--- config.mk ---
export PLATFORM = sky130hd
export DESIGN_NAME = swt_top
export DESIGN_NICKNAME = d
export VERILOG_FILES = /design/src/hdl/swt_pkg.sv /design/src/hdl/swt_top.sv /design/src/hdl/swt_sync.sv /design/src/hdl/swt_counter.sv
export SDC_FILE = /design/constraint.sdc
export NUM_CORES = 1
export LEC_CHECK = 0
export BUFFER_PORTS_ARGS = -buffer_cell sky130_fd_sc_hd__buf_2
export CAP_MARGIN = 10
export CORE_ASPECT_RATIO = 1.4
export CORE_MARGIN = 5
export CORE_UTILIZATION = 40
export CTS_BUF_LIST = sky130_fd_sc_hd__clkbuf_4
export CTS_CLUSTER_DIAMETER = 120
export DETAILED_ROUTE_END_ITERATION = 10
export GPL_ROUTABILITY_DRIVEN = 0
export PLACE_DENSITY_LB_ADDON = 0.2
export SKIP_CTS_REPAIR_TIMING = 1
export SLEW_MARGIN = 25
export SYNTH_ARGS = -nofsm -noshare
export SYNTH_HDL_FRONTEND = slang
export SYNTH_SLANG_ARGS = --single-unit
--- constraint.sdc ---
create_clock -name MCLK -period 5.58 [get_ports MCLK]
set_input_delay 0.837 -clock MCLK [delete_from_list [all_inputs] [get_ports MCLK]]
set_output_delay 0.837 -clock MCLK [all_outputs]
set_load 0.05 [all_outputs]
--- src/hdl/swt_pkg.sv ---
package swt_pkg;

  // ----------------------------------------------------------------
  // register map (byte addresses on APB)
  // ----------------------------------------------------------------
  localparam logic [11:0] ADDR_CONTROL = 12'h000;
  localparam logic [11:0] ADDR_STATUS = 12'h004;
  localparam logic [11:0] ADDR_IRQ_STATUS = 12'h008;
  localparam logic [11:0] ADDR_IRQ_MASK = 12'h00C;
  localparam logic [11:0] ADDR_COUNT = 12'h010;

  // ----------------------------------------------------------------
  // control register fields
  // ----------------------------------------------------------------
  localparam int CTRL_EN_BIT = 0;
  localparam int CTRL_PS_LSB = 1;
  localparam int PS_W = 5;
  localparam logic [4:0] PS_RESET = 5'h0B;
  localparam logic [4:0] PS_MAX_CODE = 5'h12;
  localparam logic EN_RESET = 1'b0;
  localparam int PRESCALE_BASE_LOG2 = 5;
  localparam int CNT_W = 24;

  // ----------------------------------------------------------------
  // status and interrupt bit positions
  // ----------------------------------------------------------------
  localparam int ST_TO_BIT = 0;
  localparam int ST_PD_BIT = 1;
  localparam int ST_ACTIVE_BIT = 2;
  localparam int IRQ_W = 2;
  localparam int IRQ_RESET_BIT = 0;
  localparam int IRQ_WAKE_BIT = 1;
  localparam logic [IRQ_W-1:0] IRQ_MASK_RESET = 2'h0;

  // ----------------------------------------------------------------
  // timing
  // ----------------------------------------------------------------
  localparam int LFOSC_KHZ = 31;
  localparam int MCLK_KHZ = 10000;
  localparam int MCLK_PER_LFOSC = MCLK_KHZ / LFOSC_KHZ;
  localparam int RESET_PULSE_CYCLES = 1;

  // ----------------------------------------------------------------
  // mode field encodings
  // ----------------------------------------------------------------
  typedef enum logic [1:0] {
    SWT_MODE_OFF = 2'h0,
    SWT_MODE_SOFT = 2'h1,
    SWT_MODE_NO_SLEEP = 2'h2,
    SWT_MODE_ALWAYS = 2'h3
  } swt_mode_e;

  // apb request bundle
  typedef struct packed {
    logic sel;
    logic enable;
    logic write;
    logic [11:0] addr;
    logic [31:0] wdata;
  } swt_apb_req_s;

endpackage : swt_pkg

--- src/hdl/swt_top.sv ---
// Notes on behaviour
// - time-out while awake without clear issues a device reset pulse
// - counter advances on low-frequency oscillator ticks, not the bus clock
// - mode 11 keeps the timer active always, sleep included
// - mode 10 runs awake, disabled in sleep
// - mode 01 follows the software enable bit
// - enable bit ignored in modes 00 and 1x; 00 disables
// - period code selects 1:32 doubling up to 1:8388608 at code 10010
// - codes 10011 to 11111 act as 1:32
// - period select resets to 01011, 1:65536, about 2 s
// - count cleared on reset, clear, sleep edges, osc fail, disable, start-up
// - sleep entry clears count; enabled timer resumes from zero
// - crystal source holds count cleared until start-up timer ends
// - time-out in sleep wakes device and updates status flags
// - oscillator divider changes leave the count alone
// - sleep entry clears power-down flag and sets time-out flag
//
// Chosen here: the placing of the registers and the APB slave port.
`timescale 1ns/1ps
`default_nettype none
module swt_top #(
  parameter int CNT_W = swt_pkg::CNT_W
) (
  input wire logic MCLK,
  input wire logic RST,
  // apb slave
  input wire logic PSEL,
  input wire logic PENABLE,
  input wire logic PWRITE,
  input wire logic [11:0] PADDR,
  input wire logic [31:0] PWDATA,
  output logic [31:0] PRDATA,
  output logic PREADY,
  output logic PSLVERR,
  // device side
  input wire logic [1:0] SUPERVISION_MODE_CONFIG,
  input wire logic LOW_FREQ_INTERNAL_OSC,
  input wire logic CLEAR_SUPERVISION_INSTRUCTION,
  input wire logic SLEEP_ENTER,
  input wire logic SLEEP_ACTIVE,
  input wire logic OSC_FAIL,
  input wire logic OSCILLATOR_STARTUP_TIMER,
  input wire logic CRYSTAL_CLOCK_SOURCE,
  output logic DEVICE_RESET,
  output logic WAKE_REQUEST,
  output logic TIMEOUT_STATUS_FLAG,
  output logic POWERDOWN_STATUS_FLAG,
  output logic IRQ
);

  // ----------------------------------------------------------------
  // input synchronisers
  // ----------------------------------------------------------------
  localparam int NSYNC = 8;
  logic [NSYNC-1:0] raw_in;
  logic [NSYNC-1:0] sync_in;
  logic [1:0] mode_s;
  logic lfosc_s;
  logic clr_s;
  logic sleep_enter_s;
  logic asleep_s;
  logic osc_fail_s;
  logic ost_s;
  logic crystal_s;

  // gather pins for one synchroniser bank
  assign raw_in = {SUPERVISION_MODE_CONFIG, LOW_FREQ_INTERNAL_OSC,
                   CLEAR_SUPERVISION_INSTRUCTION, SLEEP_ENTER, SLEEP_ACTIVE,
                   OSC_FAIL, OSCILLATOR_STARTUP_TIMER};
  assign mode_s = sync_in[7:6];
  assign lfosc_s = sync_in[5];
  assign clr_s = sync_in[4];
  assign sleep_enter_s = sync_in[3];
  assign asleep_s = sync_in[2];
  assign osc_fail_s = sync_in[1];
  assign ost_s = sync_in[0];

  swt_sync #(.W(NSYNC)) u_sync (
    .clk(MCLK),
    .rst(RST),
    .d(raw_in),
    .q(sync_in)
  );

  swt_sync #(.W(1)) u_sync_xtal (
    .clk(MCLK),
    .rst(RST),
    .d(CRYSTAL_CLOCK_SOURCE),
    .q(crystal_s)
  );

  // ----------------------------------------------------------------
  // register state
  // ----------------------------------------------------------------
  logic soft_en_q;
  logic [swt_pkg::PS_W-1:0] period_sel_q;
  logic [swt_pkg::IRQ_W-1:0] irq_status_q;
  logic [swt_pkg::IRQ_W-1:0] irq_status_d;
  logic [swt_pkg::IRQ_W-1:0] irq_mask_q;
  logic lfosc_q;
  logic asleep_q;
  logic sleep_enter_q;
  logic clr_q;
  logic xtal_hold_q;
  logic to_flag_q;
  logic pd_flag_q;

  // ----------------------------------------------------------------
  // apb decode
  // ----------------------------------------------------------------
  swt_pkg::swt_apb_req_s req;
  logic acc;
  logic wr_acc;
  logic rd_acc;
  logic hit_ctrl;
  logic hit_stat;
  logic hit_irqs;
  logic hit_mask;
  logic hit_cnt;
  logic mapped;
  logic [31:0] rdata_d;
  logic wr_ctrl;
  logic wr_mask;
  logic rd_irqs;

  assign req = '{sel: PSEL, enable: PENABLE, write: PWRITE, addr: PADDR, wdata: PWDATA};
  assign acc = req.sel && req.enable && !PREADY;
  assign wr_acc = acc && req.write;
  assign rd_acc = acc && !req.write;
  assign hit_ctrl = req.addr == swt_pkg::ADDR_CONTROL;
  assign hit_stat = req.addr == swt_pkg::ADDR_STATUS;
  assign hit_irqs = req.addr == swt_pkg::ADDR_IRQ_STATUS;
  assign hit_mask = req.addr == swt_pkg::ADDR_IRQ_MASK;
  assign hit_cnt = req.addr == swt_pkg::ADDR_COUNT;
  assign mapped = hit_ctrl || hit_stat || hit_irqs || hit_mask || hit_cnt;
  // register strobes, taken on the access edge
  assign wr_ctrl = wr_acc && hit_ctrl;
  assign wr_mask = wr_acc && hit_mask;
  // a read of irq status clears it
  assign rd_irqs = rd_acc && hit_irqs;

  // ----------------------------------------------------------------
  // mode and enable
  // ----------------------------------------------------------------
  swt_pkg::swt_mode_e mode;
  logic active;
  logic [CNT_W-1:0] count;
  logic expire;

  assign mode = swt_pkg::swt_mode_e'(mode_s);
  assign active = (mode == swt_pkg::SWT_MODE_ALWAYS) ||
                  ((mode == swt_pkg::SWT_MODE_NO_SLEEP) && !asleep_s) ||
                  ((mode == swt_pkg::SWT_MODE_SOFT) && soft_en_q);

  // read mux, unused bits read as zero
  always_comb begin
    rdata_d = 32'h0000_0000;
    if (hit_ctrl) begin
      rdata_d[swt_pkg::CTRL_EN_BIT] = soft_en_q;
      rdata_d[swt_pkg::CTRL_PS_LSB +: swt_pkg::PS_W] = period_sel_q;
    end else if (hit_stat) begin
      rdata_d[swt_pkg::ST_TO_BIT] = to_flag_q;
      rdata_d[swt_pkg::ST_PD_BIT] = pd_flag_q;
      rdata_d[swt_pkg::ST_ACTIVE_BIT] = active;
    end else if (hit_irqs) begin
      rdata_d[swt_pkg::IRQ_W-1:0] = irq_status_q;
    end else if (hit_mask) begin
      rdata_d[swt_pkg::IRQ_W-1:0] = irq_mask_q;
    end else if (hit_cnt) begin
      rdata_d[CNT_W-1:0] = count;
    end
  end

  // ----------------------------------------------------------------
  // prescale terminal count
  // ----------------------------------------------------------------
  logic ps_valid;
  logic [swt_pkg::PS_W-1:0] ps_eff;
  logic [CNT_W-1:0] terminal;

  // reserved codes fall back to the shortest period
  assign ps_valid = period_sel_q <= swt_pkg::PS_MAX_CODE;
  assign ps_eff = ps_valid ? period_sel_q : '0;
  // ratio 2^(5+code); terminal is ratio minus one
  assign terminal = (CNT_W'(1) << (CNT_W'(ps_eff) +
                    CNT_W'(swt_pkg::PRESCALE_BASE_LOG2))) - CNT_W'(1);

  // ----------------------------------------------------------------
  // clear conditions and counter
  // ----------------------------------------------------------------
  logic tick;
  logic sleep_entry;
  logic wake;
  logic clr_edge;
  logic sleep_clr;
  logic startup_clr;
  logic cnt_clr;

  assign tick = lfosc_s && !lfosc_q;
  assign sleep_entry = sleep_enter_s && !sleep_enter_q;
  assign wake = asleep_q && !asleep_s;
  // clear instruction acts once per rising edge of its pin
  assign clr_edge = clr_s && !clr_q;
  // both sleep edges restart the count from zero
  assign sleep_clr = sleep_entry || wake;
  // start-up timer running, or crystal wake still waiting for it
  assign startup_clr = ost_s || xtal_hold_q;
  // osc divider setting is no input here, so it cannot touch the count
  assign cnt_clr = clr_edge || sleep_clr || osc_fail_s || !active ||
                   startup_clr;

  swt_counter #(.CNT_W(CNT_W)) u_counter (
    .clk(MCLK),
    .rst(RST),
    .clr(cnt_clr),
    .run(active),
    .tick(tick),
    .terminal(terminal),
    .count(count),
    .expire(expire)
  );

  // ----------------------------------------------------------------
  // edge history
  // ----------------------------------------------------------------
  always_ff @(posedge MCLK) begin
    if (RST) begin
      lfosc_q <= 1'b0;
      asleep_q <= 1'b0;
      sleep_enter_q <= 1'b0;
      clr_q <= 1'b0;
    end else begin
      lfosc_q <= lfosc_s;
      asleep_q <= asleep_s;
      sleep_enter_q <= sleep_enter_s;
      clr_q <= clr_s;
    end
  end

  // crystal wake: hold cleared until start-up timer drops
  always_ff @(posedge MCLK) begin
    if (RST) begin
      xtal_hold_q <= 1'b0;
    end else if (wake && crystal_s) begin
      xtal_hold_q <= 1'b1;
    end else if (!ost_s) begin
      xtal_hold_q <= 1'b0;
    end
  end

  // ----------------------------------------------------------------
  // control register
  // ----------------------------------------------------------------
  always_ff @(posedge MCLK) begin
    if (RST) begin
      soft_en_q <= swt_pkg::EN_RESET;
      period_sel_q <= swt_pkg::PS_RESET;
    end else if (wr_ctrl) begin
      soft_en_q <= req.wdata[swt_pkg::CTRL_EN_BIT];
      period_sel_q <= req.wdata[swt_pkg::CTRL_PS_LSB +: swt_pkg::PS_W];
    end
  end

  // ----------------------------------------------------------------
  // time-out outcome and status flags
  // ----------------------------------------------------------------
  logic expire_awake;
  logic expire_asleep;

  assign expire_awake = expire && !asleep_s;
  assign expire_asleep = expire && asleep_s;

  // reset pulse when awake, wake request when asleep
  always_ff @(posedge MCLK) begin
    if (RST) begin
      DEVICE_RESET <= 1'b0;
      WAKE_REQUEST <= 1'b0;
    end else begin
      DEVICE_RESET <= expire_awake;
      WAKE_REQUEST <= expire_asleep;
    end
  end

  // active-low style flags: 1 = no event recorded
  always_ff @(posedge MCLK) begin
    if (RST) begin
      to_flag_q <= 1'b1;
      pd_flag_q <= 1'b1;
    end else if (expire_asleep) begin
      to_flag_q <= 1'b0;
      pd_flag_q <= 1'b0;
    end else if (sleep_entry) begin
      to_flag_q <= 1'b1;
      pd_flag_q <= 1'b0;
    end else if (clr_edge) begin
      to_flag_q <= 1'b1;
      pd_flag_q <= 1'b1;
    end
  end

  // ----------------------------------------------------------------
  // interrupt status and mask, cleared by read, set wins
  // ----------------------------------------------------------------
  logic [swt_pkg::IRQ_W-1:0] irq_set;

  // awake time-out in bit 0, sleep time-out in bit 1
  assign irq_set = {expire_asleep, expire_awake};
  assign irq_status_d = (rd_irqs ? '0 : irq_status_q) | irq_set;

  always_ff @(posedge MCLK) begin
    if (RST) begin
      irq_status_q <= '0;
      irq_mask_q <= swt_pkg::IRQ_MASK_RESET;
    end else begin
      irq_status_q <= irq_status_d;
      if (wr_mask) begin
        irq_mask_q <= req.wdata[swt_pkg::IRQ_W-1:0];
      end
    end
  end

  // ----------------------------------------------------------------
  // registered outputs
  // ----------------------------------------------------------------
  always_ff @(posedge MCLK) begin
    if (RST) begin
      PREADY <= 1'b0;
      PSLVERR <= 1'b0;
      PRDATA <= 32'h0000_0000;
      IRQ <= 1'b0;
      TIMEOUT_STATUS_FLAG <= 1'b1;
      POWERDOWN_STATUS_FLAG <= 1'b1;
    end else begin
      PREADY <= acc;
      PSLVERR <= acc && !mapped;
      PRDATA <= rd_acc ? rdata_d : 32'h0000_0000;
      IRQ <= |(irq_status_d & irq_mask_q);
      TIMEOUT_STATUS_FLAG <= to_flag_q;
      POWERDOWN_STATUS_FLAG <= pd_flag_q;
    end
  end

endmodule : swt_top
`default_nettype wire

--- src/hdl/swt_sync.sv ---
`timescale 1ns/1ps
`default_nettype none
module swt_sync #(
  parameter int W = 1
) (
  input wire logic clk,
  input wire logic rst,
  input wire logic [W-1:0] d,
  output logic [W-1:0] q
);
  logic [W-1:0] meta_q;

  // two-stage synchroniser, first stage read only by the second
  always_ff @(posedge clk) begin
    if (rst) begin
      meta_q <= '0;
      q <= '0;
    end else begin
      meta_q <= d;
      q <= meta_q;
    end
  end
endmodule : swt_sync
`default_nettype wire

--- src/hdl/swt_counter.sv ---
`timescale 1ns/1ps
`default_nettype none
module swt_counter #(
  parameter int CNT_W = 24
) (
  input wire logic clk,
  input wire logic rst,
  input wire logic clr,
  input wire logic run,
  input wire logic tick,
  input wire logic [CNT_W-1:0] terminal,
  output logic [CNT_W-1:0] count,
  output logic expire
);
  logic [CNT_W-1:0] count_d;
  logic hit;

  // terminal compare and next count
  assign hit = run && tick && (count == terminal);
  assign count_d = hit ? '0 : (count + {{(CNT_W-1){1'b0}}, 1'b1});

  // counts oscillator ticks, restarts at terminal count
  always_ff @(posedge clk) begin
    if (rst || clr) begin
      count <= '0;
      expire <= 1'b0;
    end else begin
      expire <= hit;
      if (run && tick) begin
        count <= count_d;
      end
    end
  end
endmodule : swt_counter
`default_nettype wire

==> results by group, run 1 <==
STA
  • Final slew viol count: 0
  • Setup_tns: 0 ns
  • Final setup viols: 0
  • RSZ-0062 raised after global routing: no
  • Relative slew slack: 0.487
  • Crit share post-route: 0.523
  • Worst-margin pin slew: 0.769 ns
  • Achievable Freq: 343 MHz
  • Fin. Hold Viols: 0
  • Final Critical Period: 2.92 ns
  • Worst Skew: 0.0159 ns
  • Worst Hold Margin: 0.453 ns

Global routing
  • Largest net degree at the start of global routing: 40
  • Tot GR Track Use: 0.147
  • Antenna violations before repair: 0
  • Remaining Overflow, GRT: 0
  • Vias in the first global route: 3222
  • Global-route wire length before repair: 15400 um

Route
  • Vias: 3240
  • Final WL: 9070 um
  • DRC marker count from the first detailed-route iteration: 212
  • Post-route ant nets: 0
  • WL/cell: 14.0 um
  • # DRC: 0
  • DRT Pass-1 Iters: 4
  • Vias/cell: 5.01

Worst setup path
  • WS Path Type: reg -> reg
  • R2r endpoint: u_counter.count[21]$_SDFFE_PP0P_
  • Startpoint Class: flop
  • CP max FO: 22
  • Critical Path AT: 3.25 ns
  • Cells on worst reg2reg path: 7
  • RR Startpoint: period_sel_q[2]$_SDFFE_PP0P_
  • CP endpoint kind: flop
  • R2r setup slk: 2.66 ns
  • Worst Path Required: 5.91 ns

Synthesis
  • Post-synthesis area per instance: 9.29 um2
  • Synthesized cell area: 0.00427 mm2
  • Unique masters post-synth: 60
  • Mapped Cells: 460
  • Sequential fraction of the synthesis area: 0.426
  • #FFs+latches synth: 91
  • Top FF cell, synth: dfxtp_1
  • Post-synth EDFFs: 0
  • Synth warnings: 0
  • FFs w/ async S/R, synth: 0

Hold path
  • Hold EP: u_sync.q[1]$_SDFF_PP0_
  • Hold wc startpoint: u_sync.meta_q[1]$_SDFF_PP0_
  • HP Class: reg -> reg
  • Worst Hold Path Cells: 1

Layout
  • Final instance count without filler cells: 647
  • Diode count: 0
  • Layout cell share with drive strength beyond 1: 0.230
  • Layout Area Growth over Synthesis: 10.7%
  • Filler instances: 1014
  • # nets final: 564

Floorplanning
  • Die height: 132 um
  • Starting Density: 0.411
  • Die width: 97.4 um
  • Row Count: 44
  • Total Die Area: 0.0129 mm2
  • IO Pins: 97
  • Core area: 0.0104 mm2

Clock tree
  • Clock-pin slew on the worst setup and hold paths: 0.15 ns
  • CTS Buf Count: 9
  • H-tree depth: 3
  • CTS max path bufs: 2
  • Worst skew pair latency: 0.45 ns
  • CTS root buf: clkbuf_4
  • Clock sink total: 91
  • CTS tree: yes

Power and ir drop
  • Leakage: 0.00179 uW
  • Tot Pwr: 1150 uW
  • Max VDD drop: 170 uV
  • PD cells: 243 mW/mm2
  • Internal: 869 uW
  • Switch share: 0.244
  • Clock network power share: 0.374
  • Combinational share of power: 0.052
  • Share of power burned in registers: 0.575
  • NetSw: 280 uW

Placed design
  • IO buf count: 62
  • DP Wirelength: 6640 um
  • Inst Count DP: 631

Run status
  • Status: completed

Job
  • Max-Cap Viols: 0
[sequential cells by signal, summed over array words and instances, names as in the netlist, 2 cells and up]
register / count
PRDATA: 24
irq_mask_q: 2
irq_status_q: 2
period_sel_q: 5
u_counter.count: 24
u_sync.meta_q: 8
u_sync.q: 8
[cell usage in the layout (no fill, tap or decap), types with 4 or more instances in the layout]
cell type / n
a21oi_1: 12
a22oi_1: 5
and2_1: 19
and3_1: 8
buf_2: 62
clkbuf_4: 9
conb_1: 10
dfxtp_1: 91
inv_1: 8
mux2i_1: 4
nand2_1: 25
nand3_1: 21
nand3b_1: 5
nand4_1: 10
nor2_1: 34
nor2b_1: 31
nor3_1: 14
nor3_2: 20
nor4_1: 4
o21ai_0: 8
or3_1: 4
xnor2_1: 25
xor2_1: 18
[kinds of logic (layout without fill, tap and decap cells)]
kind of cell               Yosys count  in the layout  synth area share
buffers and inverters               47             88            0.0665
and+or+nand+nor                    218            218             0.305
AOI/OAI and AO/OA                   49             49            0.0849
xor gates and xnor gates            43             43            0.0881
other                                2             10           0.00176
adders and majority gates            2              2           0.00586
muxes                                8              8            0.0214
DFF                                 91             91             0.426
[metal layers]
layer	vias to the layer above	part of all wire	global-route usage
met4	0	0.036	0.0701
met2	86	0.51	0.264
met3	18	0.048	0.0386
met5	-	0	0
li1	1647	-	-
met1	1489	0.41	0.159
[synth_stat cells (4+ instances only)]
| cell type | count | area, um2 |
|---|---|---|
| nand4_1 | 10 | 62.6 |
| o21ai_0 | 8 | 40.0 |
| nand2_1 | 25 | 93.8 |
| nor3_1 | 14 | 70.1 |
| nand3b_1 | 5 | 37.5 |
| or3_1 | 4 | 25.0 |
| inv_1 | 8 | 30.0 |
| dfxtp_1 | 91 | 1820 |
| clkbuf_1 | 13 | 48.8 |
| nor3_2 | 20 | 200 |
| xor2_1 | 18 | 158 |
| buf_2 | 8 | 40.0 |
| nor2_1 | 34 | 128 |
| and3_1 | 8 | 50.1 |
| a22oi_1 | 5 | 37.5 |
| nor2b_1 | 32 | 200 |
| xnor2_1 | 25 | 219 |
| a21oi_1 | 12 | 60.1 |
| buf_4 | 11 | 82.6 |
| nand3_1 | 21 | 105 |
| nor4_1 | 4 | 25.0 |
| and2_1 | 19 | 119 |
| mux2i_1 | 4 | 40.0 |
[cell type report]
type,count,area (um2),share of cell area
multi-input combinational,330,2200,0.465
inverter,8,30.0,0.00635
timing repair buffer,64,325,0.0688
clock inverter,7,113,0.0238
sequential,91,1820,0.385
tap,138,173,0.0365
clock buffer,9,67.6,0.0143
[power by group through the flow]
stage / clock (uW) / combinational (uW) / sequential [uW]
finish: 430 / 59.2 / 660
floorplan: 0 / 43.9 / 677
global placement: 0 / 58.0 / 674
CTS: 446 / 59.0 / 661
global route: 475 / 65.2 / 662
detailed placement: 0 / 58.8 / 675
[worst max-delay path by stage]
| stage | cells after the start | endpoint | slack, ns | startpoint |
|---|---|---|---|---|
| after floorplan | 8 | PRDATA[17]$_SDFF_PP0_ | 3.00 | PADDR[7] |
| after global placement | 7 | PRDATA[1]$_SDFF_PP0_ | 2.10 | PADDR[7] |
| after detailed placement | 7 | PRDATA[1]$_SDFF_PP0_ | 2.07 | PADDR[7] |
| after CTS | 7 | PRDATA[1]$_SDFF_PP0_ | 2.59 | PADDR[7] |
| after global routing | 7 | u_counter.count[23]$_SDFFE_PP0P_ | 2.44 | period_sel_q[1]$_SDFFE_PP1P_ |
| final | 7 | u_counter.count[21]$_SDFFE_PP0P_ | 2.66 | period_sel_q[2]$_SDFFE_PP0P_ |
[critical path: stages (launching register included)]
cell and delay [ns]:
dfxtp_1 0.85, o211ai_1 0.32, o22ai_2 0.20, xnor2_1 0.18, mux2_4 0.33, mux2i_2 0.28
and4_4 0.54, nor3_2 0.09
[metrics by stage]
step | setup WS, ns | cell area [um2] | utilization
after floorplan | 3.00 | 4300 | -
after global placement | 2.10 | 4550 | 0.437
after detailed placement | 2.07 | 4550 | 0.437
after CTS | 2.59 | 4730 | 0.454
after global routing | 2.44 | 4730 | 0.455
final | 2.66 | 4730 | 0.455
No activity file was read; power rests on OpenSTA's default activity.
==> inputs of run 2 (changes only) <==
==> constraint.sdc (replaced) <==
create_clock -name MCLK -period 3 [get_ports MCLK]
set_input_delay 0.45 -clock MCLK [delete_from_list [all_inputs] [get_ports MCLK]]
set_output_delay 0.45 -clock MCLK [all_outputs]
set_load 0.05 [all_outputs]
==> run 2 against run 1 <==
Sequential share of layout area down 0.26 points. Wire length up 1.5%. Maximum frequency up 5.0%. First-iteration DRC count down 35%. Worst hold slack worse by 0.27 ns. Global-route usage about the same. Worst setup slack worse by 2.4 ns. Power up 79%. Critical path type unchanged. Highest routed layer unchanged.
==> results by group, run 2 (same netlist as run 1, synthesis figures left out) <==
Layout
  • Commonest non-fill, non-tap cell in the layout: dfxtp_1 (unchanged)
  • Diode count: 0 (unchanged)
  • Most frequent cells in the layout: dfxtp_1 (90), buf_2 (62), nor2_1 (34) (was dfxtp_1 (91), buf_2 (62), nor2_1 (34))
  • Fin util: 0.458 (was 0.455)
  • Largest registers: PRDATA: 24 flops, u_counter.count: 24 flops (unchanged)
  • Register area: 0.00182 mm2 (about the same)
  • Final instance count without filler cells: 655 (was 647)
  • Layout Area Growth over Synthesis: 11.5% (was 10.7%)
  • Area of the multi-input gates: 0.00220 mm2 (about the same)
  • # nets final: 572 (was 564)
  • Filler instances: 1023 (was 1014)
  • Layout cell share with drive strength beyond 1: 0.242 (was 0.230)

Clock tree
  • CTS Buf Count: 9 (unchanged)
  • CTS root buf: clkbuf_4 (unchanged)
  • Clock sink total: 91 (unchanged)
  • Clock-pin slew on the worst setup and hold paths: 0.15 ns (about the same)
  • CTS tree: yes (unchanged)
  • CTS max path bufs: 2 (unchanged)
  • H-tree depth: 3 (unchanged)
  • Worst skew pair latency: 0.46 ns (was 0.45 ns)

STA
  • Crit share post-route: 0.926 (was 0.523)
  • Final setup viols: 0 (unchanged)
  • Worst-margin pin slew: 0.644 ns (was 0.769 ns)
  • Fin. Hold Viols: 0 (unchanged)
  • Worst Skew: 0.0112 ns (was 0.0159 ns)
  • RSZ-0062 raised after global routing: no (unchanged)
  • Final Critical Period: 2.78 ns (was 2.92 ns)
  • Setup_tns: 0 ns (unchanged)
  • Achievable Freq: 360 MHz (was 343 MHz)
  • Relative slew slack: 0.571 (was 0.487)
  • Final slew viol count: 0 (unchanged)
  • Worst Hold Margin: 0.178 ns (was 0.453 ns)

Worst setup path
  • Max incr delay on CP: 0.72 ns (was 0.85 ns)
  • Worst Path Required: 3.35 ns (was 5.91 ns)
  • R2r setup slk: 0.22 ns (was 2.66 ns)
  • Startpoint Class: flop (unchanged)
  • Setup crit end: u_counter.count[4]$_SDFFE_PP0P_ (was u_counter.count[21]$_SDFFE_PP0P_)
  • Cells on worst reg2reg path: 7 (unchanged)
  • RR Startpoint: period_sel_q[1]$_SDFFE_PP1P_ (was period_sel_q[2]$_SDFFE_PP0P_)
  • CP endpoint kind: flop (unchanged)
  • CP Cell Sequence: a211o_4 > nor2_1 > a211oi_1 > xnor2_1 > a2111oi_2 > and4_4 > nor3_1 (was o211ai_1 > o22ai_2 > xnor2_1 > mux2_4 > mux2i_2 > and4_4 > nor3_2)
  • R2r endpoint: u_counter.count[4]$_SDFFE_PP0P_ (was u_counter.count[21]$_SDFFE_PP0P_)
  • Start point of the critical path: period_sel_q[1]$_SDFFE_PP1P_ (was period_sel_q[2]$_SDFFE_PP0P_)
  • Critical Path AT: 3.13 ns (was 3.25 ns)
  • Slowest CP cell: dfxtp_1 (unchanged)
  • CP max FO: 22 (unchanged)
  • WS Path Type: reg -> reg (unchanged)

Floorplanning
  • Die height: 132 um (unchanged)
  • Core area: 0.0104 mm2 (unchanged)
  • Row Count: 44 (unchanged)
  • Die width: 97.4 um (unchanged)
  • Total Die Area: 0.0129 mm2 (unchanged)
  • Starting Density: 0.411 (unchanged)
  • IO Pins: 97 (unchanged)

Route
  • Vias: 3277 (was 3240)
  • # DRC: 0 (unchanged)
  • Final WL: 9210 um (was 9070 um)
  • Post-route ant nets: 0 (unchanged)
  • DRT Pass-1 Iters: 4 (unchanged)
  • WL/cell: 14.1 um (was 14.0 um)
  • DRC marker count from the first detailed-route iteration: 137 (was 212)
  • Vias/cell: 5.00 (was 5.01)

Placed design
  • IO buf count: 62 (unchanged)
  • Inst Count DP: 639 (was 631)
  • DP Wirelength: 6820 um (was 6640 um)

Global routing
  • Met2 Usage GRT: 0.262 (was 0.264)
  • GRT met1 Usage: 0.161 (was 0.159)
  • Antenna violations before repair: 0 (unchanged)
  • Tot GR Track Use: 0.146 (was 0.147)
  • Largest net degree at the start of global routing: 40 (unchanged)
  • Global-route wire length before repair: 15300 um (was 15400 um)
  • Vias in the first global route: 3143 (was 3222)
  • Global routing's busiest layer: met2 (unchanged)
  • Met3 Use GR: 0.0339 (was 0.0386)
  • Remaining Overflow, GRT: 0 (unchanged)

Power and ir drop
  • Switch share: 0.256 (was 0.244)
  • PD cells: 431 mW/mm2 (was 243 mW/mm2)
  • Combinational share of power: 0.054 (was 0.052)
  • Clock network power share: 0.349 (was 0.374)
  • Share of power burned in registers: 0.598 (was 0.575)
  • Leakage: 0.00181 uW (was 0.00179 uW)
  • Internal: 1530 uW (was 869 uW)
  • Max VDD drop: 276 uV (was 170 uV)
  • NetSw: 525 uW (was 280 uW)

Job
  • Max-Cap Viols: 0 (unchanged)

Hold path
  • HP Class: in -> reg (was reg -> reg)

Run status
  • Status: completed (unchanged)
## run 2: cell types whose count changed in the layout (fill, tap and decap cells not counted), sizes merged
cell / delta
bufinv: -1
clkinvlp: +2
clkinv: -1
buf: +8
## run 2: metal layers
metal | vias to the layer above | routed length (um)
met2 | 93 | 4820
met4 | 0 | 264
met3 | 17 | 499
met5 | - | 0
met1 | 1507 | 3620
li1 | 1660 | -
## run 2: how the worst min path moves through the flow
stage                                     start                     endpoint  slack [ns]  cells after the start
CTS                       LOW_FREQ_INTERNAL_OSC  u_sync.meta_q[5]$_SDFF_PP0_        0.14                      2
floorplan           u_sync.meta_q[0]$_SDFF_PP0_       u_sync.q[0]$_SDFF_PP0_        0.41                      1
global route         SUPERVISION_MODE_CONFIG[1]  u_sync.meta_q[7]$_SDFF_PP0_        0.15                      2
global placement    u_sync.meta_q[4]$_SDFF_PP0_       u_sync.q[4]$_SDFF_PP0_        0.42                      1
detailed placement  u_sync.meta_q[5]$_SDFF_PP0_       u_sync.q[5]$_SDFF_PP0_        0.42                      1
finish               SUPERVISION_MODE_CONFIG[1]  u_sync.meta_q[7]$_SDFF_PP0_        0.18                      2
## run 2: final cells by class
type | count | share of cell area
well taps | 138 | 0.0362
repair buffers | 72 | 0.0809
inverters | 8 | 0.00630
clock buffers | 9 | 0.0142
clock inverters | 7 | 0.0186
flip-flops and latches | 91 | 0.383
multi-input cells | 330 | 0.461
## run 2: power by group through the flow
stage | clock (uW) | sequential, uW | combinational (uW)
global route | 792 | 1230 | 120
CTS | 746 | 1230 | 109
floorplan | 0 | 1260 | 81.7
global placement | 0 | 1250 | 108
detailed placement | 0 | 1250 | 109
finish | 717 | 1230 | 110
## run 2: worst max-delay path, delay by kind of cell (launching register included)
family,cells,cell delay [ns]
compound gates,3,1.07
simple gates,3,0.71
flops,1,0.72
xor+xnor,1,0.15
## run 2: through the flow
stage	power [uW]	instance area, um2	setup slack, ns
global route	2140	4760	0.0280
CTS	2080	4760	0.201
floorplan	1340	4300	0.739
finish	2060	4760	0.221
global placement	1360	4610	0.298
detailed placement	1360	4610	0.221
==> inputs of run 3 (changes only) <==
--- a/config.mk
+++ b/config.mk
@@ -14,9 +14,9 @@
 export CTS_CLUSTER_DIAMETER = 120
 export DETAILED_ROUTE_END_ITERATION = 10
 export GPL_ROUTABILITY_DRIVEN = 0
-export PLACE_DENSITY_LB_ADDON = 0.2
 export SKIP_CTS_REPAIR_TIMING = 1
 export SLEW_MARGIN = 25
 export SYNTH_ARGS = -nofsm -noshare
 export SYNTH_HDL_FRONTEND = slang
+export SYNTH_HIERARCHICAL = 1
 export SYNTH_SLANG_ARGS = --single-unit
==> constraint.sdc (replaced) <==
create_clock -name MCLK -period 2.32 [get_ports MCLK]
set_input_delay 0.348 -clock MCLK [delete_from_list [all_inputs] [get_ports MCLK]]
set_output_delay 0.348 -clock MCLK [all_outputs]
set_load 0.05 [all_outputs]
==> run 3 against run 2 <==
Power rose by 27%. Via count rose by 3.3%. Clock-buffer cell count rose by 1. Final area rose by 4.8%. Sequential power rose by 28%. Register-to-register slack got worse by 0.22 ns. Clock power rose by 17%. Worst setup slack got worse by 0.22 ns. Area after synthesis fell by 2.8%. Critical path type unchanged. Critical endpoint is now u_counter/count[5]$_SDFFE_PP0P_. Highest routed layer unchanged.
==> results by group, run 3 <==
Power and ir drop
  • Leakage: 0.00196 uW (was 0.00181 uW)
  • Internal: 1980 uW (was 1530 uW)
  • NetSw: 625 uW (was 525 uW)
  • Clock network power share: 0.321 (was 0.349)
  • PD cells: 523 mW/mm2 (was 431 mW/mm2)
  • Switch share: 0.240 (was 0.256)
  • Max VDD drop: 337 uV (was 276 uV)
  • Share of power burned in registers: 0.607 (was 0.598)
  • Combinational share of power: 0.072 (was 0.054)

Route
  • DRT Pass-1 Iters: 4 (unchanged)
  • DRC marker count from the first detailed-route iteration: 129 (was 137)
  • Post-route ant nets: 0 (unchanged)
  • WL/cell: 13.5 um (was 14.1 um)
  • Vias: 3385 (was 3277)
  • Final WL: 9220 um (was 9210 um)
  • Vias/cell: 4.94 (was 5.00)
  • # DRC: 0 (unchanged)

Worst setup path
  • Critical Path AT: 2.66 ns (was 3.13 ns)
  • Slowest CP cell: dfxtp_4 (was dfxtp_1)
  • CP Cell Sequence: buf_4 > nor2b_4 > nor2_1 > a21oi_2 > xnor2_1 > nand4_1 > nor4_2 > buf_4 > a311o_2 > clkbuf_16 > nor2_1 (was a211o_4 > nor2_1 > a211oi_1 > xnor2_1 > a2111oi_2 > and4_4 > nor3_1)
  • CP endpoint kind: flop (unchanged)
  • Max incr delay on CP: 0.41 ns (was 0.72 ns)
  • WS Path Type: reg -> reg (unchanged)
  • CP max FO: 12 (was 22)
  • Worst Path Required: 2.67 ns (was 3.35 ns)
  • CP bufs+invs: 3 (was 0)
  • Startpoint Class: flop (unchanged)
  • Top Family by Delay on Critical Path: simple AND/OR/NAND/NOR gates (was compound AO/OA/AOI/OAI gates)

Clock tree
  • CTS Buf Count: 9 (unchanged)
  • Clock-pin slew on the worst setup and hold paths: 0.14 ns (was 0.15 ns)
  • CTS tree: yes (unchanged)
  • H-tree depth: 3 (unchanged)
  • Worst skew pair latency: 0.44 ns (was 0.46 ns)
  • Clock sink total: 91 (unchanged)
  • CTS max path bufs: 2 (unchanged)
  • CTS root buf: clkbuf_4 (unchanged)

Hold path
  • HP Class: in -> reg (unchanged)

Synthesis
  • Synth area leaders: dfxtp_1 (44%), xnor2_1 (7.2%), nor2_1 (4.2%) (was dfxtp_1 (43%), xnor2_1 (5.1%), nor2b_1 (4.7%))
  • Mapped Cells: 460 (unchanged)
  • Post-synth top area share: 0.439 (was 0.426)
  • Most frequent cell after synthesis: dfxtp_1 (unchanged)
  • Top cells by count, synth: dfxtp_1 (91), nor2_1 (46), xnor2_1 (34), nand2_1 (29), and2_1 (25) (was dfxtp_1 (91), nor2_1 (34), nor2b_1 (32), nand2_1 (25), xnor2_1 (25))
  • Synth area leader: dfxtp_1 (unchanged)
  • Top FF cell, synth: dfxtp_1 (unchanged)
  • Unique masters post-synth: 54 (was 60)
  • Synth warnings: 6 (was 0)
  • Post-synthesis area per instance: 9.03 um2 (was 9.29 um2)
  • FFs w/ async S/R, synth: 0 (unchanged)
  • Compound-cell area share of the yosys netlist: 0.0919 (was 0.0849)
  • Simple-gate area share of the yosys netlist: 0.286 (was 0.305)
  • Post-synth EDFFs: 0 (unchanged)
  • #FFs+latches synth: 91 (unchanged)
  • Synthesized cell area: 0.00415 mm2 (was 0.00427 mm2)
  • Sequential fraction of the synthesis area: 0.439 (was 0.426)
  • Area share of fa/ha/maj cells after synthesis: 0.00602 (was 0.00586)
  • Main combinational cell family by area after synthesis: simple AND/OR/NAND/NOR gates (unchanged)
  • Multiplexer area fraction after synthesis: 0.0199 (was 0.0214)
  • XOR/XNOR Fraction of Synth Area: 0.0970 (was 0.0881)

Floorplanning
  • IO Pins: 97 (unchanged)
  • Die height: 131 um (was 132 um)
  • Core area: 0.0103 mm2 (was 0.0104 mm2)
  • Starting Density: 0.404 (was 0.411)
  • Total Die Area: 0.0126 mm2 (was 0.0129 mm2)
  • Die width: 96.1 um (was 97.4 um)
  • Row Count: 44 (unchanged)

STA
  • Fin. Hold Viols: 0 (unchanged)
  • RSZ-0062 raised after global routing: yes (was no)
  • Worst Hold Margin: 0.109 ns (was 0.178 ns)
  • Achievable Freq: 432 MHz (was 360 MHz)
  • Final slew viol count: 0 (unchanged)
  • Final Critical Period: 2.31 ns (was 2.78 ns)
  • Crit share post-route: 0.997 (was 0.926)
  • Worst Skew: 0.0251 ns (was 0.0112 ns)
  • Final setup viols: 0 (unchanged)
  • Setup_tns: 0 ns (unchanged)

Job
  • Max-Cap Viols: 0 (unchanged)

Placed design
  • IO buf count: 62 (unchanged)
  • DP Wirelength: 6860 um (was 6820 um)

Layout
  • Largest registers: PRDATA: 24 flops, u_counter/count: 24 flops (was PRDATA: 24 flops, u_counter.count: 24 flops)
  • Commonest non-fill, non-tap cell in the layout: dfxtp_1 (unchanged)
  • Layout Area Growth over Synthesis: 20.2% (was 11.5%)
  • Most frequent cells in the layout: dfxtp_1 (86), buf_2 (62), nor2_1 (44) (was dfxtp_1 (90), buf_2 (62), nor2_1 (34))
  • Layout cell share with drive strength beyond 1: 0.287 (was 0.242)
  • Diode count: 0 (unchanged)
  • # nets final: 603 (was 572)

Run status
  • Status: completed (unchanged)

Global routing
  • Met2 Usage GRT: 0.259 (was 0.262)
  • Global-route wire length before repair: 14700 um (was 15300 um)
  • Antenna violations before repair: 0 (unchanged)
  • Tot GR Track Use: 0.151 (was 0.146)
  • Global routing's busiest layer: met2 (unchanged)
  • Remaining Overflow, GRT: 0 (unchanged)
  • Vias in the first global route: 3152 (was 3143)
  • GRT met1 Usage: 0.169 (was 0.161)
  • Largest net degree at the start of global routing: 37 (was 40)
  • Met3 Use GR: 0.0315 (was 0.0339)
run 3: cell count changes after synthesis, moves of 6 or more:
cell	previous run	this run
and2b_2	0	6
a21oi_1	12	18
o21ai_0	8	18
and3_1	8	1
nor2b_2	0	7
nor3_1	14	8
xor2_1	18	12
xnor2_1	25	34
and2_1	19	25
nor3_2	20	0
nor2b_1	32	19
nor2_1	34	46
run 3: layer usage:
| metal | part of all wire | vias up | wire length, um |
|---|---|---|---|
| met3 | 0.045 | 28 | 419 |
| met4 | 0.042 | 0 | 384 |
| met5 | 0 | - | 0 |
| met2 | 0.51 | 95 | 4710 |
| met1 | 0.40 | 1561 | 3710 |
| li1 | - | 1701 | - |
run 3: cell type report:
cell class | instances | area [um2]
clock buffers | 10 | 75.1
clock inverters | 5 | 53.8
fillers | 1012 | 5300
inverters | 13 | 48.8
multi-input cells | 337 | 2220
flip-flops and latches | 91 | 1840
well taps | 138 | 173
repair buffers | 91 | 583
run 3: stage by stage:
stage	setup WS, ns	utilization	cells	area (um2)	total power, uW
after floorplan	0.0389	-	471	4200	1760
after global placement	-0.0251	0.450	660	4640	1800
after detailed placement	-0.0661	0.450	660	4640	1800
after CTS	-0.117	0.463	675	4760	2630
after global routing	-0.107	0.485	685	4990	2710
final	0.00583	0.485	685	4990	2610
run 3: cell families (layout without fill, tap and decap cells):
family / count (synthesis) / after routing
fa+ha+maj: 2 / 2
compound gates: 62 / 62
other cells: 2 / 13
xor+xnor: 46 / 46
mux: 8 / 8
simple gates: 206 / 206
buf+inv: 43 / 119
flops: 91 / 91
run 3: path summary, 6_finish.rpt:
path | from | endpoint | slack (ns) | cells past startpoint
max | period_sel_q[4]$_SDFFE_PP0P_ | u_counter/count[5]$_SDFFE_PP0P_ | 0.006 | 11
min | CLEAR_SUPERVISION_INSTRUCTION | u_sync/meta_q[4]$_SDFF_PP0_ | 0.11 | 2
max reg2reg | period_sel_q[4]$_SDFFE_PP0P_ | u_counter/count[5]$_SDFFE_PP0P_ | 0.006 | 11
min reg2reg | u_sync/meta_q[0]$_SDFF_PP0_ | u_sync/q[0]$_SDFF_PP0_ | 0.45 | 1
run 3: worst register-to-register path, stage by stage, from the launching register on:
cell,delay (ns)
dfxtp_4,0.41
buf_4,0.19
nor2b_4,0.13
nor2_1,0.06
a21oi_2,0.14
xnor2_1,0.14
nand4_1,0.13
nor4_2,0.31
buf_4,0.16
a311o_2,0.30
clkbuf_16,0.20
nor2_1,0.05
run 3: power groups by stage:
stage | combinational, uW | clock [uW] | sequential, uW
after floorplan | 133 | 0 | 1630
after global routing | 206 | 919 | 1590
after detailed placement | 178 | 0 | 1620
final | 188 | 837 | 1580
after CTS | 178 | 864 | 1590
after global placement | 175 | 0 | 1620
